$ cat src/core/temp_window_pkg.sv
// Constants for the banked temperature / serial buffer register window.
// Assumes an APB slave with 32-bit data and one register per aligned word.
package temp_window_pkg;
  // Register indices; byte address is four times the index
  localparam logic [7:0] IDX_BYTE0 = 8'hE0;
  localparam logic [7:0] IDX_BYTE1 = 8'hE1;
  localparam logic [7:0] IDX_BYTE2 = 8'hE2;
  localparam logic [7:0] IDX_BYTE3 = 8'hE3;
  localparam logic [7:0] IDX_BYTE4 = 8'hE4;
  localparam logic [7:0] IDX_BYTE5 = 8'hE5;
  localparam logic [7:0] IDX_BYTE6 = 8'hE6;
  localparam logic [7:0] IDX_BYTE7 = 8'hE7;
  localparam logic [7:0] IDX_BLOCK_COUNT = 8'hEC;
  localparam logic [7:0] IDX_SIDEBAND_CTRL = 8'hF0;
  // Address split
  localparam int ADDR_W = 12;
  localparam int IDX_LSB = 2;
  localparam int IDX_MSB = 9;
  localparam int NUM_BYTES = 8;
  // Block count register fields
  localparam int BANK_SELECT_BIT = 7;
  localparam int BLOCK_COUNT_W = 6;
  // Sideband control fields
  localparam int SIDEBAND_MODE_BIT = 0;
  // Reset values
  localparam logic [7:0] BYTE_RESET = 8'h00;
  localparam logic [5:0] COUNT_RESET = 6'h00;
  localparam logic BANK_RESET = 1'b0;
  localparam logic MODE_RESET = 1'b0;
  // Bank codes
  localparam logic BANK_TEMPERATURE = 1'b0;
  localparam logic BANK_BUFFER = 1'b1;
endpackage : temp_window_pkg

$ cat src/core/temp_window.sv
// Banked register window: sideband temperatures or serial master data buffer.
// Assumes APB master on pclk; temperature feed and serial engine on pclk too.
//
// What this block does
// - Bank 0 index E0 gives sensor reading, or max of cpu/hub readings.
// - Bank select 0 shows temperatures, 1 shows buffer bytes at E0-E7.
// - Buffer byte 0 carries single, first-word and tenth-block data bytes.
// - Buffer byte 1 carries second word byte and eleventh block byte.
// - Bank 0 index E1 is read-only platform hub temperature.
// - Bank 0 index E2 is cpu fraction byte; bit 0 flags error.
// - Buffer byte 2 is twelfth block-read and third block-write byte.
// - Bank 0 index E3 is read-only cpu whole-degree byte.
// - Buffer byte 3 is thirteenth block-read and fourth block-write byte.
// - Bank 0 index E4 is read-only memory hub temperature.
// - Buffer byte 4 is fourteenth block-read and fifth block-write byte.
// - Bank 0 index E5 is read-only module 0 temperature.
// - Buffer byte 5 is fifteenth block-read and sixth block-write byte.
// - Bank 0 index E6 is read-only module 1 temperature.
// - Buffer byte 6 is sixteenth block-read and seventh block-write byte.
// - Bank 0 index E7 is read-only module 2 temperature, reset zero.
// - Buffer byte 7 is seventeenth block-read and eighth block-write byte.
// - Buffer bytes at E0-E7 are host read/write, reset zero.
// - Bank select is bit 7 of the block count register.
//
// Register access over APB is this design's own decision.
`timescale 1ns/1ns
module temp_window
(
  // Clock and reset
  input wire logic pclk,
  input wire logic presetn,
  // APB slave
  input wire logic psel,
  input wire logic penable,
  input wire logic pwrite,
  input wire logic [11:0] paddr,
  input wire logic [31:0] pwdata,
  output logic [31:0] prdata,
  output logic pready,
  output logic pslverr,
  // Temperature feed
  input wire logic temp_update,
  input wire logic [7:0] cpu_sensor_temp,
  input wire logic [7:0] platform_hub_temp,
  input wire logic [7:0] cpu_fraction_temp,
  input wire logic [7:0] cpu_whole_temp,
  input wire logic [7:0] memory_hub_temp,
  input wire logic [7:0] module0_temp,
  input wire logic [7:0] module1_temp,
  input wire logic [7:0] module2_temp,
  // Serial engine side of the buffer
  input wire logic engine_we,
  input wire logic [2:0] engine_index,
  input wire logic [7:0] engine_wdata,
  output logic [63:0] buffer_bytes,
  output logic [5:0] block_count,
  output logic bank_select,
  output logic sideband_mode
);

  logic pready_r;
  logic [31:0] prdata_r;
  logic pslverr_r;
  logic bank_select_r;
  logic [5:0] block_count_r;
  logic sideband_mode_r;
  logic [7:0] buf_r [8];
  logic [7:0] cpu_max_r;
  logic [7:0] platform_hub_r;
  logic [7:0] cpu_fraction_r;
  logic [7:0] cpu_whole_r;
  logic [7:0] memory_hub_r;
  logic [7:0] module0_r;
  logic [7:0] module1_r;
  logic [7:0] module2_r;
  logic [7:0] idx;
  logic addr_ok;
  logic in_window;
  logic mapped;
  logic access;
  logic write_fire;
  logic [7:0] hub_max;
  logic [7:0] cpu_max_nxt;
  logic [7:0] temp_byte;
  logic [31:0] rd_nxt;

  assign idx = paddr[temp_window_pkg::IDX_MSB:temp_window_pkg::IDX_LSB];
  assign addr_ok = (paddr[11:10] == 2'h0) && (paddr[1:0] == 2'h0);
  assign in_window = addr_ok && (idx >= temp_window_pkg::IDX_BYTE0)
    && (idx <= temp_window_pkg::IDX_BYTE7);
  assign mapped = in_window
    || (addr_ok && (idx == temp_window_pkg::IDX_BLOCK_COUNT))
    || (addr_ok && (idx == temp_window_pkg::IDX_SIDEBAND_CTRL));
  // One wait state: access cycle, then pready
  assign access = psel && penable && !pready_r;
  assign write_fire = psel && penable && pready_r && pwrite;

  assign prdata = prdata_r;
  assign pready = pready_r;
  assign pslverr = pslverr_r;
  assign bank_select = bank_select_r;
  assign block_count = block_count_r;
  assign sideband_mode = sideband_mode_r;

  always_ff @(posedge pclk or negedge presetn)
  begin
    if (!presetn)
    begin
      pready_r <= 1'b0;
    end
    else
    begin
      pready_r <= access;
    end
  end

  always_ff @(posedge pclk or negedge presetn)
  begin
    if (!presetn)
    begin
      pslverr_r <= 1'b0;
      prdata_r <= 32'h0000_0000;
    end
    else if (access)
    begin
      pslverr_r <= !mapped;
      prdata_r <= pwrite ? 32'h0000_0000 : rd_nxt;
    end
    else
    begin
      pslverr_r <= 1'b0;
    end
  end

  // Bank select shares the block count register
  always_ff @(posedge pclk or negedge presetn)
  begin
    if (!presetn)
    begin
      bank_select_r <= temp_window_pkg::BANK_RESET;
      block_count_r <= temp_window_pkg::COUNT_RESET;
    end
    else if (write_fire && addr_ok && (idx == temp_window_pkg::IDX_BLOCK_COUNT))
    begin
      bank_select_r <= pwdata[temp_window_pkg::BANK_SELECT_BIT];
      block_count_r <= pwdata[temp_window_pkg::BLOCK_COUNT_W-1:0];
    end
  end

  always_ff @(posedge pclk or negedge presetn)
  begin
    if (!presetn)
    begin
      sideband_mode_r <= temp_window_pkg::MODE_RESET;
    end
    else if (write_fire && addr_ok && (idx == temp_window_pkg::IDX_SIDEBAND_CTRL))
    begin
      sideband_mode_r <= pwdata[temp_window_pkg::SIDEBAND_MODE_BIT];
    end
  end

  // Buffer bytes; engine write wins over a host write in the same cycle
  genvar g;
  generate
    for (g = 0; g < temp_window_pkg::NUM_BYTES; g++)
    begin : g_buf
      always_ff @(posedge pclk or negedge presetn)
      begin
        if (!presetn)
        begin
          buf_r[g] <= temp_window_pkg::BYTE_RESET;
        end
        else if (engine_we && (engine_index == 3'(g)))
        begin
          buf_r[g] <= engine_wdata;
        end
        else if (write_fire && in_window
          && (bank_select_r == temp_window_pkg::BANK_BUFFER)
          && (idx == temp_window_pkg::IDX_BYTE0 + 8'(g)))
        begin
          buf_r[g] <= pwdata[7:0];
        end
      end
      assign buffer_bytes[8*g+7:8*g] = buf_r[g];
    end
  endgenerate

  always_comb
  begin
    hub_max = (memory_hub_temp > platform_hub_temp) ? memory_hub_temp : platform_hub_temp;
    if (sideband_mode_r)
    begin
      cpu_max_nxt = (cpu_whole_temp > hub_max) ? cpu_whole_temp : hub_max;
    end
    else
    begin
      cpu_max_nxt = cpu_sensor_temp;
    end
  end

  // Feed update wins over a host write to index E0
  always_ff @(posedge pclk or negedge presetn)
  begin
    if (!presetn)
    begin
      cpu_max_r <= temp_window_pkg::BYTE_RESET;
    end
    else if (temp_update)
    begin
      cpu_max_r <= cpu_max_nxt;
    end
    else if (write_fire && (bank_select_r == temp_window_pkg::BANK_TEMPERATURE)
      && addr_ok && (idx == temp_window_pkg::IDX_BYTE0))
    begin
      cpu_max_r <= pwdata[7:0];
    end
  end

  // Read-only readings: only the feed changes them
  always_ff @(posedge pclk or negedge presetn)
  begin
    if (!presetn)
    begin
      platform_hub_r <= temp_window_pkg::BYTE_RESET;
      cpu_fraction_r <= temp_window_pkg::BYTE_RESET;
      cpu_whole_r <= temp_window_pkg::BYTE_RESET;
      memory_hub_r <= temp_window_pkg::BYTE_RESET;
      module0_r <= temp_window_pkg::BYTE_RESET;
      module1_r <= temp_window_pkg::BYTE_RESET;
      module2_r <= temp_window_pkg::BYTE_RESET;
    end
    else if (temp_update)
    begin
      platform_hub_r <= platform_hub_temp;
      cpu_fraction_r <= cpu_fraction_temp;
      cpu_whole_r <= cpu_whole_temp;
      memory_hub_r <= memory_hub_temp;
      module0_r <= module0_temp;
      module1_r <= module1_temp;
      module2_r <= module2_temp;
    end
  end

  always_comb
  begin
    unique case (idx)
      temp_window_pkg::IDX_BYTE0: temp_byte = cpu_max_r;
      temp_window_pkg::IDX_BYTE1: temp_byte = platform_hub_r;
      temp_window_pkg::IDX_BYTE2: temp_byte = cpu_fraction_r;
      temp_window_pkg::IDX_BYTE3: temp_byte = cpu_whole_r;
      temp_window_pkg::IDX_BYTE4: temp_byte = memory_hub_r;
      temp_window_pkg::IDX_BYTE5: temp_byte = module0_r;
      temp_window_pkg::IDX_BYTE6: temp_byte = module1_r;
      temp_window_pkg::IDX_BYTE7: temp_byte = module2_r;
      default: temp_byte = 8'h00;
    endcase
  end

  always_comb
  begin
    rd_nxt = 32'h0000_0000;
    if (in_window)
    begin
      if (bank_select_r == temp_window_pkg::BANK_BUFFER)
      begin
        rd_nxt = {24'h00_0000, buf_r[idx[2:0]]};
      end
      else
      begin
        rd_nxt = {24'h00_0000, temp_byte};
      end
    end
    else if (addr_ok && (idx == temp_window_pkg::IDX_BLOCK_COUNT))
    begin
      rd_nxt = {24'h00_0000, bank_select_r, 1'b0, block_count_r};
    end
    else if (addr_ok && (idx == temp_window_pkg::IDX_SIDEBAND_CTRL))
    begin
      rd_nxt = {31'h0000_0000, sideband_mode_r};
    end
  end
endmodule : temp_window

$ cat config.mk
export PLATFORM = sky130hd
export DESIGN_NAME = temp_window
export DESIGN_NICKNAME = d
export VERILOG_FILES = /design/src/core/temp_window_pkg.sv /design/src/core/temp_window.sv
export SDC_FILE = /design/constraint.sdc
export NUM_CORES = 1
export LEC_CHECK = 0
export BUFFER_PORTS_ARGS = -buffer_cell sky130_fd_sc_hd__buf_2
export CAP_MARGIN = 5
export CORE_ASPECT_RATIO = 1.2
export CORE_UTILIZATION = 57
export CTS_CLUSTER_DIAMETER = 50
export DETAILED_ROUTE_END_ITERATION = 7
export PLACE_DENSITY_LB_ADDON = 0.05
export SETUP_SLACK_MARGIN = 0.15
export SLEW_MARGIN = 20
export SYNTH_ARGS = -nofsm -noshare
export SYNTH_HDL_FRONTEND = slang
export SYNTH_SLANG_ARGS = --single-unit
export TNS_END_PERCENT = 10
$ cat constraint.sdc
create_clock -name pclk -period 2.7 [get_ports pclk]
set_input_delay 0.27 -clock pclk [delete_from_list [all_inputs] [get_ports pclk]]
set_output_delay 0.27 -clock pclk [all_outputs]
set_load 0.01 [all_outputs]
==> summary.md <==
| Metric | Value |
|---|---|
| Status | `complete, but fails checks` |
| Failing checks | `DRC` |
| Die Height | `133 um` |
| Crit start category | `input pin` |
| Avg Vias per Cell | `about 6.2` |
| Port Buf Inserts | `183` |
| EDFF count, synth | `0` |
| CTS Buffer Depth | `2` |
| Max-slew headroom at the worst pin | `between 50 and 60%` |
| Fillers | `~1000` |
| WS Path Type | `input pin to flop` |
| Worst Path Required | `3050 ps` |
| Commonest non-fill, non-tap cell in the layout | `buf_2` |
| Final WL | `26600 um` |
| Final min period | `about 2700 ps` |
| Dpl ws | `-541 ps` |
| Core Util, Final | `74.0%` |
| Ys async rst share | `100%` |
| DPL Wire Length | `between 15000 and 20000 um` |
| Switch Pwr | `approximately 2000 uW` |
| Largest net degree at the start of global routing | `~70` |
| WHS Endpoint | `module2_r[3]` |
| Final setup margin | `44.8 ps` |
| Crit-path max FO | `8` |
| Max-cap viol count | `0` |
| Dominant register cell in the synthesized netlist | `dfrtp_1` |
| GRT overflow | `0` |
| # setup viols final | `0` |
| Worst flop-to-flop path endpoint | `cpu_max_r[0]` |
| RePlAce Congestion | `0.929` |
| Clock power frac | `roughly two fifths` |
| First-pass GRT wire length | `approximately 41000 um` |
| R2r setup slk | `around 500 ps` |
| Worst Max-Slew Pin Slew | `roughly 670 ps` |
| Routed Antenna Nets | `0` |
| Worst skew pair latency | `420 ps` |
| Core Rows | `47` |
| Reg-to-reg critical path startpoint | `bank_select` |
| Syn. warnings | `0` |
| Reg area | `between 3000 and 4000 um2` |
| Register area share after synthesis | `44.8%` |
| Leak Pwr | `about 0.0047 uW` |
| Layout area overhead | `25.8%` |
| Hold Crit Depth | `2` |
| Synth top area cells | `dfrtp_1 45%, mux2_2 10%, nor2_1 5.2%` |
| Worst reg2reg path depth | `7` |
| Final cycle utilization of the critical path | `98.3%` |
| Hold path start | `module2_temp[3]` |
| Switching share of power | `about 29%` |
| Gr usage total | `between 30 and 40%` |
| Layout cells sized above 1 | `about 39%` |
| Iteration-0 DRC Markers | `~750` |
| Sequential share of power | `approximately 40%` |
| Internal power | `around 4900 uW` |
| Fmax | `377 MHz` |
| Fin. Hold Viols | `0` |
| Most frequent cells in the layout | `180 x buf_2, 146 x dfrtp_1, 112 x nor2_1` |
| Die ar. | `between 10000 and 15000 um2` |
| Logic pwr share | `22.0%` |
| Clock-pin slew on the worst setup and hold paths | `~60 ps` |
| Worst min path class | `input pin to flop` |
| CP Capture Type | `flop` |
| Routed via count | `between 7000 and 8000` |
| Syn avg cell area | `around 10 um2` |
| Initial antenna violation count | `2` |
| Cell count after synthesis | `just under 800` |
| Core area | `13900 um2` |
| Footprint of the multi-input gates | `approximately 4200 um2` |
| Pwr Density | `667 nW/um2` |
| Peak VDD IR | `between 0.4 and 0.5 mV` |
| Post-synth top area share | `between 40% and 50%` |
| Synth Register Bits | `approximately 150` |
| Clock Sinks | `~150` |
| CTS tree | `done` |
| Remaining DRCs | `22` |
| Mapped Area | `8160 um2` |
| H-tree levels | `4` |
| Post-synth top area cell | `dfrtp_1` |
| Max Slew Vio Count | `0` |
| Root Driver | `clkbuf_16` |
| Setup repair after global routing missed its margin | `true` |
| Die X | `roughly 110 um` |
| Yosys cell types | `54` |
| Nets | `around 1100` |
| Routed WL per cell | `around 23 um` |
| Vias in the first global route | `~7500` |
| Drt first pass iters | `7` |
| IO Count | `between 200 and 250` |
| Initial Utilization | `about three fifths` |
| Critical path arrival | `~3000 ps` |
| Clock skew | `6.77 ps` |
| TritonCTS buffer count | `17` |
-- per-layer routing --
| metal | GRT usage, % | vias to the layer above | part of all wire [%] |
|---|---|---|---|
| met4 | 25.1 | 0 | 7.2 |
| li1 | - | 3250 | - |
| met3 | 5.68 | 105 | 6.6 |
| met5 | 0 | - | 0 |
| met1 | 42.3 | 3531 | 35 |
| met2 | 64.3 | 404 | 51 |
-- cells by family (layout without fill, tap and decap cells) --
group	Yosys count	count (layout)	synth area share [%]
flip-flops	146	146	44.8
AO/OA/AOI/OAI	182	182	15.1
buffers and inverters	101	293	6.27
adder cells (fa/ha/maj)	16	16	2.45
AND/OR/NAND/NOR	229	229	13.0
other	1	26	0.0460
multiplexers	121	121	18.4
-- final cells by class --
type	count	share of cell area, %
Multi-Input combinational cell	572	41.2
Sequential cell	146	35.6
Timing Repair Buffer	241	13.9
Clock buffer	23	4.65
Tap cell	171	2.08
Clock inverter	8	1.69
Inverter	21	0.841
Antenna cell	2	0.0487
-- repair_timing --
action	in CTS	in global routing
hold endpoints to repair	61	0
gates resized for setup	14	16
hold buffers	1	0
buffers inserted	4	0
pin swaps	9	10
setup endpoints to repair	8	8
-- Yosys cell counts (2+ instances only) --
| cell type | instances |
|---|---|
| a211oi_1 | 12 |
| a21boi_0 | 7 |
| a21oi_1 | 28 |
| a221oi_1 | 8 |
| a22o_1 | 5 |
| a22oi_1 | 6 |
| a311oi_1 | 2 |
| a31oi_1 | 10 |
| and2_1 | 7 |
| and3_1 | 5 |
| buf_1 | 16 |
| buf_2 | 13 |
| buf_4 | 27 |
| buf_6 | 2 |
| clkbuf_1 | 22 |
| dfrtp_1 | 146 |
| ha_1 | 16 |
| inv_1 | 20 |
| mux2_2 | 74 |
| mux2i_1 | 31 |
| mux4_2 | 16 |
| nand2_1 | 54 |
| nand2b_1 | 8 |
| nand3_1 | 11 |
| nand4_1 | 6 |
| nand4b_1 | 2 |
| nor2_1 | 113 |
| nor2b_1 | 7 |
| nor3_1 | 6 |
| nor3_4 | 2 |
| o211ai_1 | 6 |
| o21ai_0 | 19 |
| o21ai_1 | 7 |
| o21ai_2 | 3 |
| o21ai_4 | 3 |
| o22ai_1 | 57 |
| o31ai_4 | 2 |
-- sequential cells by signal (all words and copies together) (netlist names) --
register	count
sideband_mode	1
cpu_fraction_r	8
bank_select	1
block_count	6
prdata	8
pready	1
module0_r	8
memory_hub_r	8
pslverr	1
module2_r	8
module1_r	8
cpu_whole_r	8
buffer_bytes	64
platform_hub_r	8
cpu_max_r	8
-- stage by stage --
step / TNS [ps] / instance area (um2) / cells / hold slack, ps / total power (uW)
after global placement: -2560 / 9420 / 1146 / 296 / 4090
after floorplan: -67.3 / 8290 / 819 / -25.6 / 3520
final: 0 / 10300 / 1184 / 74.1 / 6850
after global routing: -118 / 10300 / 1184 / 69.1 / 7080
after CTS: 0 / 10200 / 1182 / 67.2 / 6810
after detailed placement: -3810 / 9420 / 1146 / 301 / 4160
-- worst max path at each step --
stage                              start      endpoint  slack [ps]  cells past startpoint
floorplan           platform_hub_temp[1]  cpu_max_r[0]         -40                     15
global placement    platform_hub_temp[1]  cpu_max_r[0]        -380                     16
detailed placement  platform_hub_temp[1]  cpu_max_r[0]        -540                     16
CTS                 platform_hub_temp[1]  cpu_max_r[0]         110                     16
global route        platform_hub_temp[5]  cpu_max_r[1]         -50                     15
finish              platform_hub_temp[6]  cpu_max_r[0]          40                     15
-- critical path: stages --
cell and delay [ps]:
buf_2 100, inv_1 70, ha_4 270, nand4_1 160
a21oi_1 160, o22a_2 240, buf_6 130, mux2i_4 260
ha_4 240, and4b_1 180, a211oi_2 230, o22ai_4 170
nor2b_4 230, nor2b_4 180, o2bb2ai_2 100
-- power groups by stage --
stage	logic [uW]	registers (uW)	clock network, uW
after floorplan	745	2770	0
after global placement	1380	2720	0
after detailed placement	1420	2740	0
after CTS	1470	2700	2640
after global routing	1610	2740	2730
final	1500	2710	2630
Note: power is estimated with default switching activity, not from simulation.
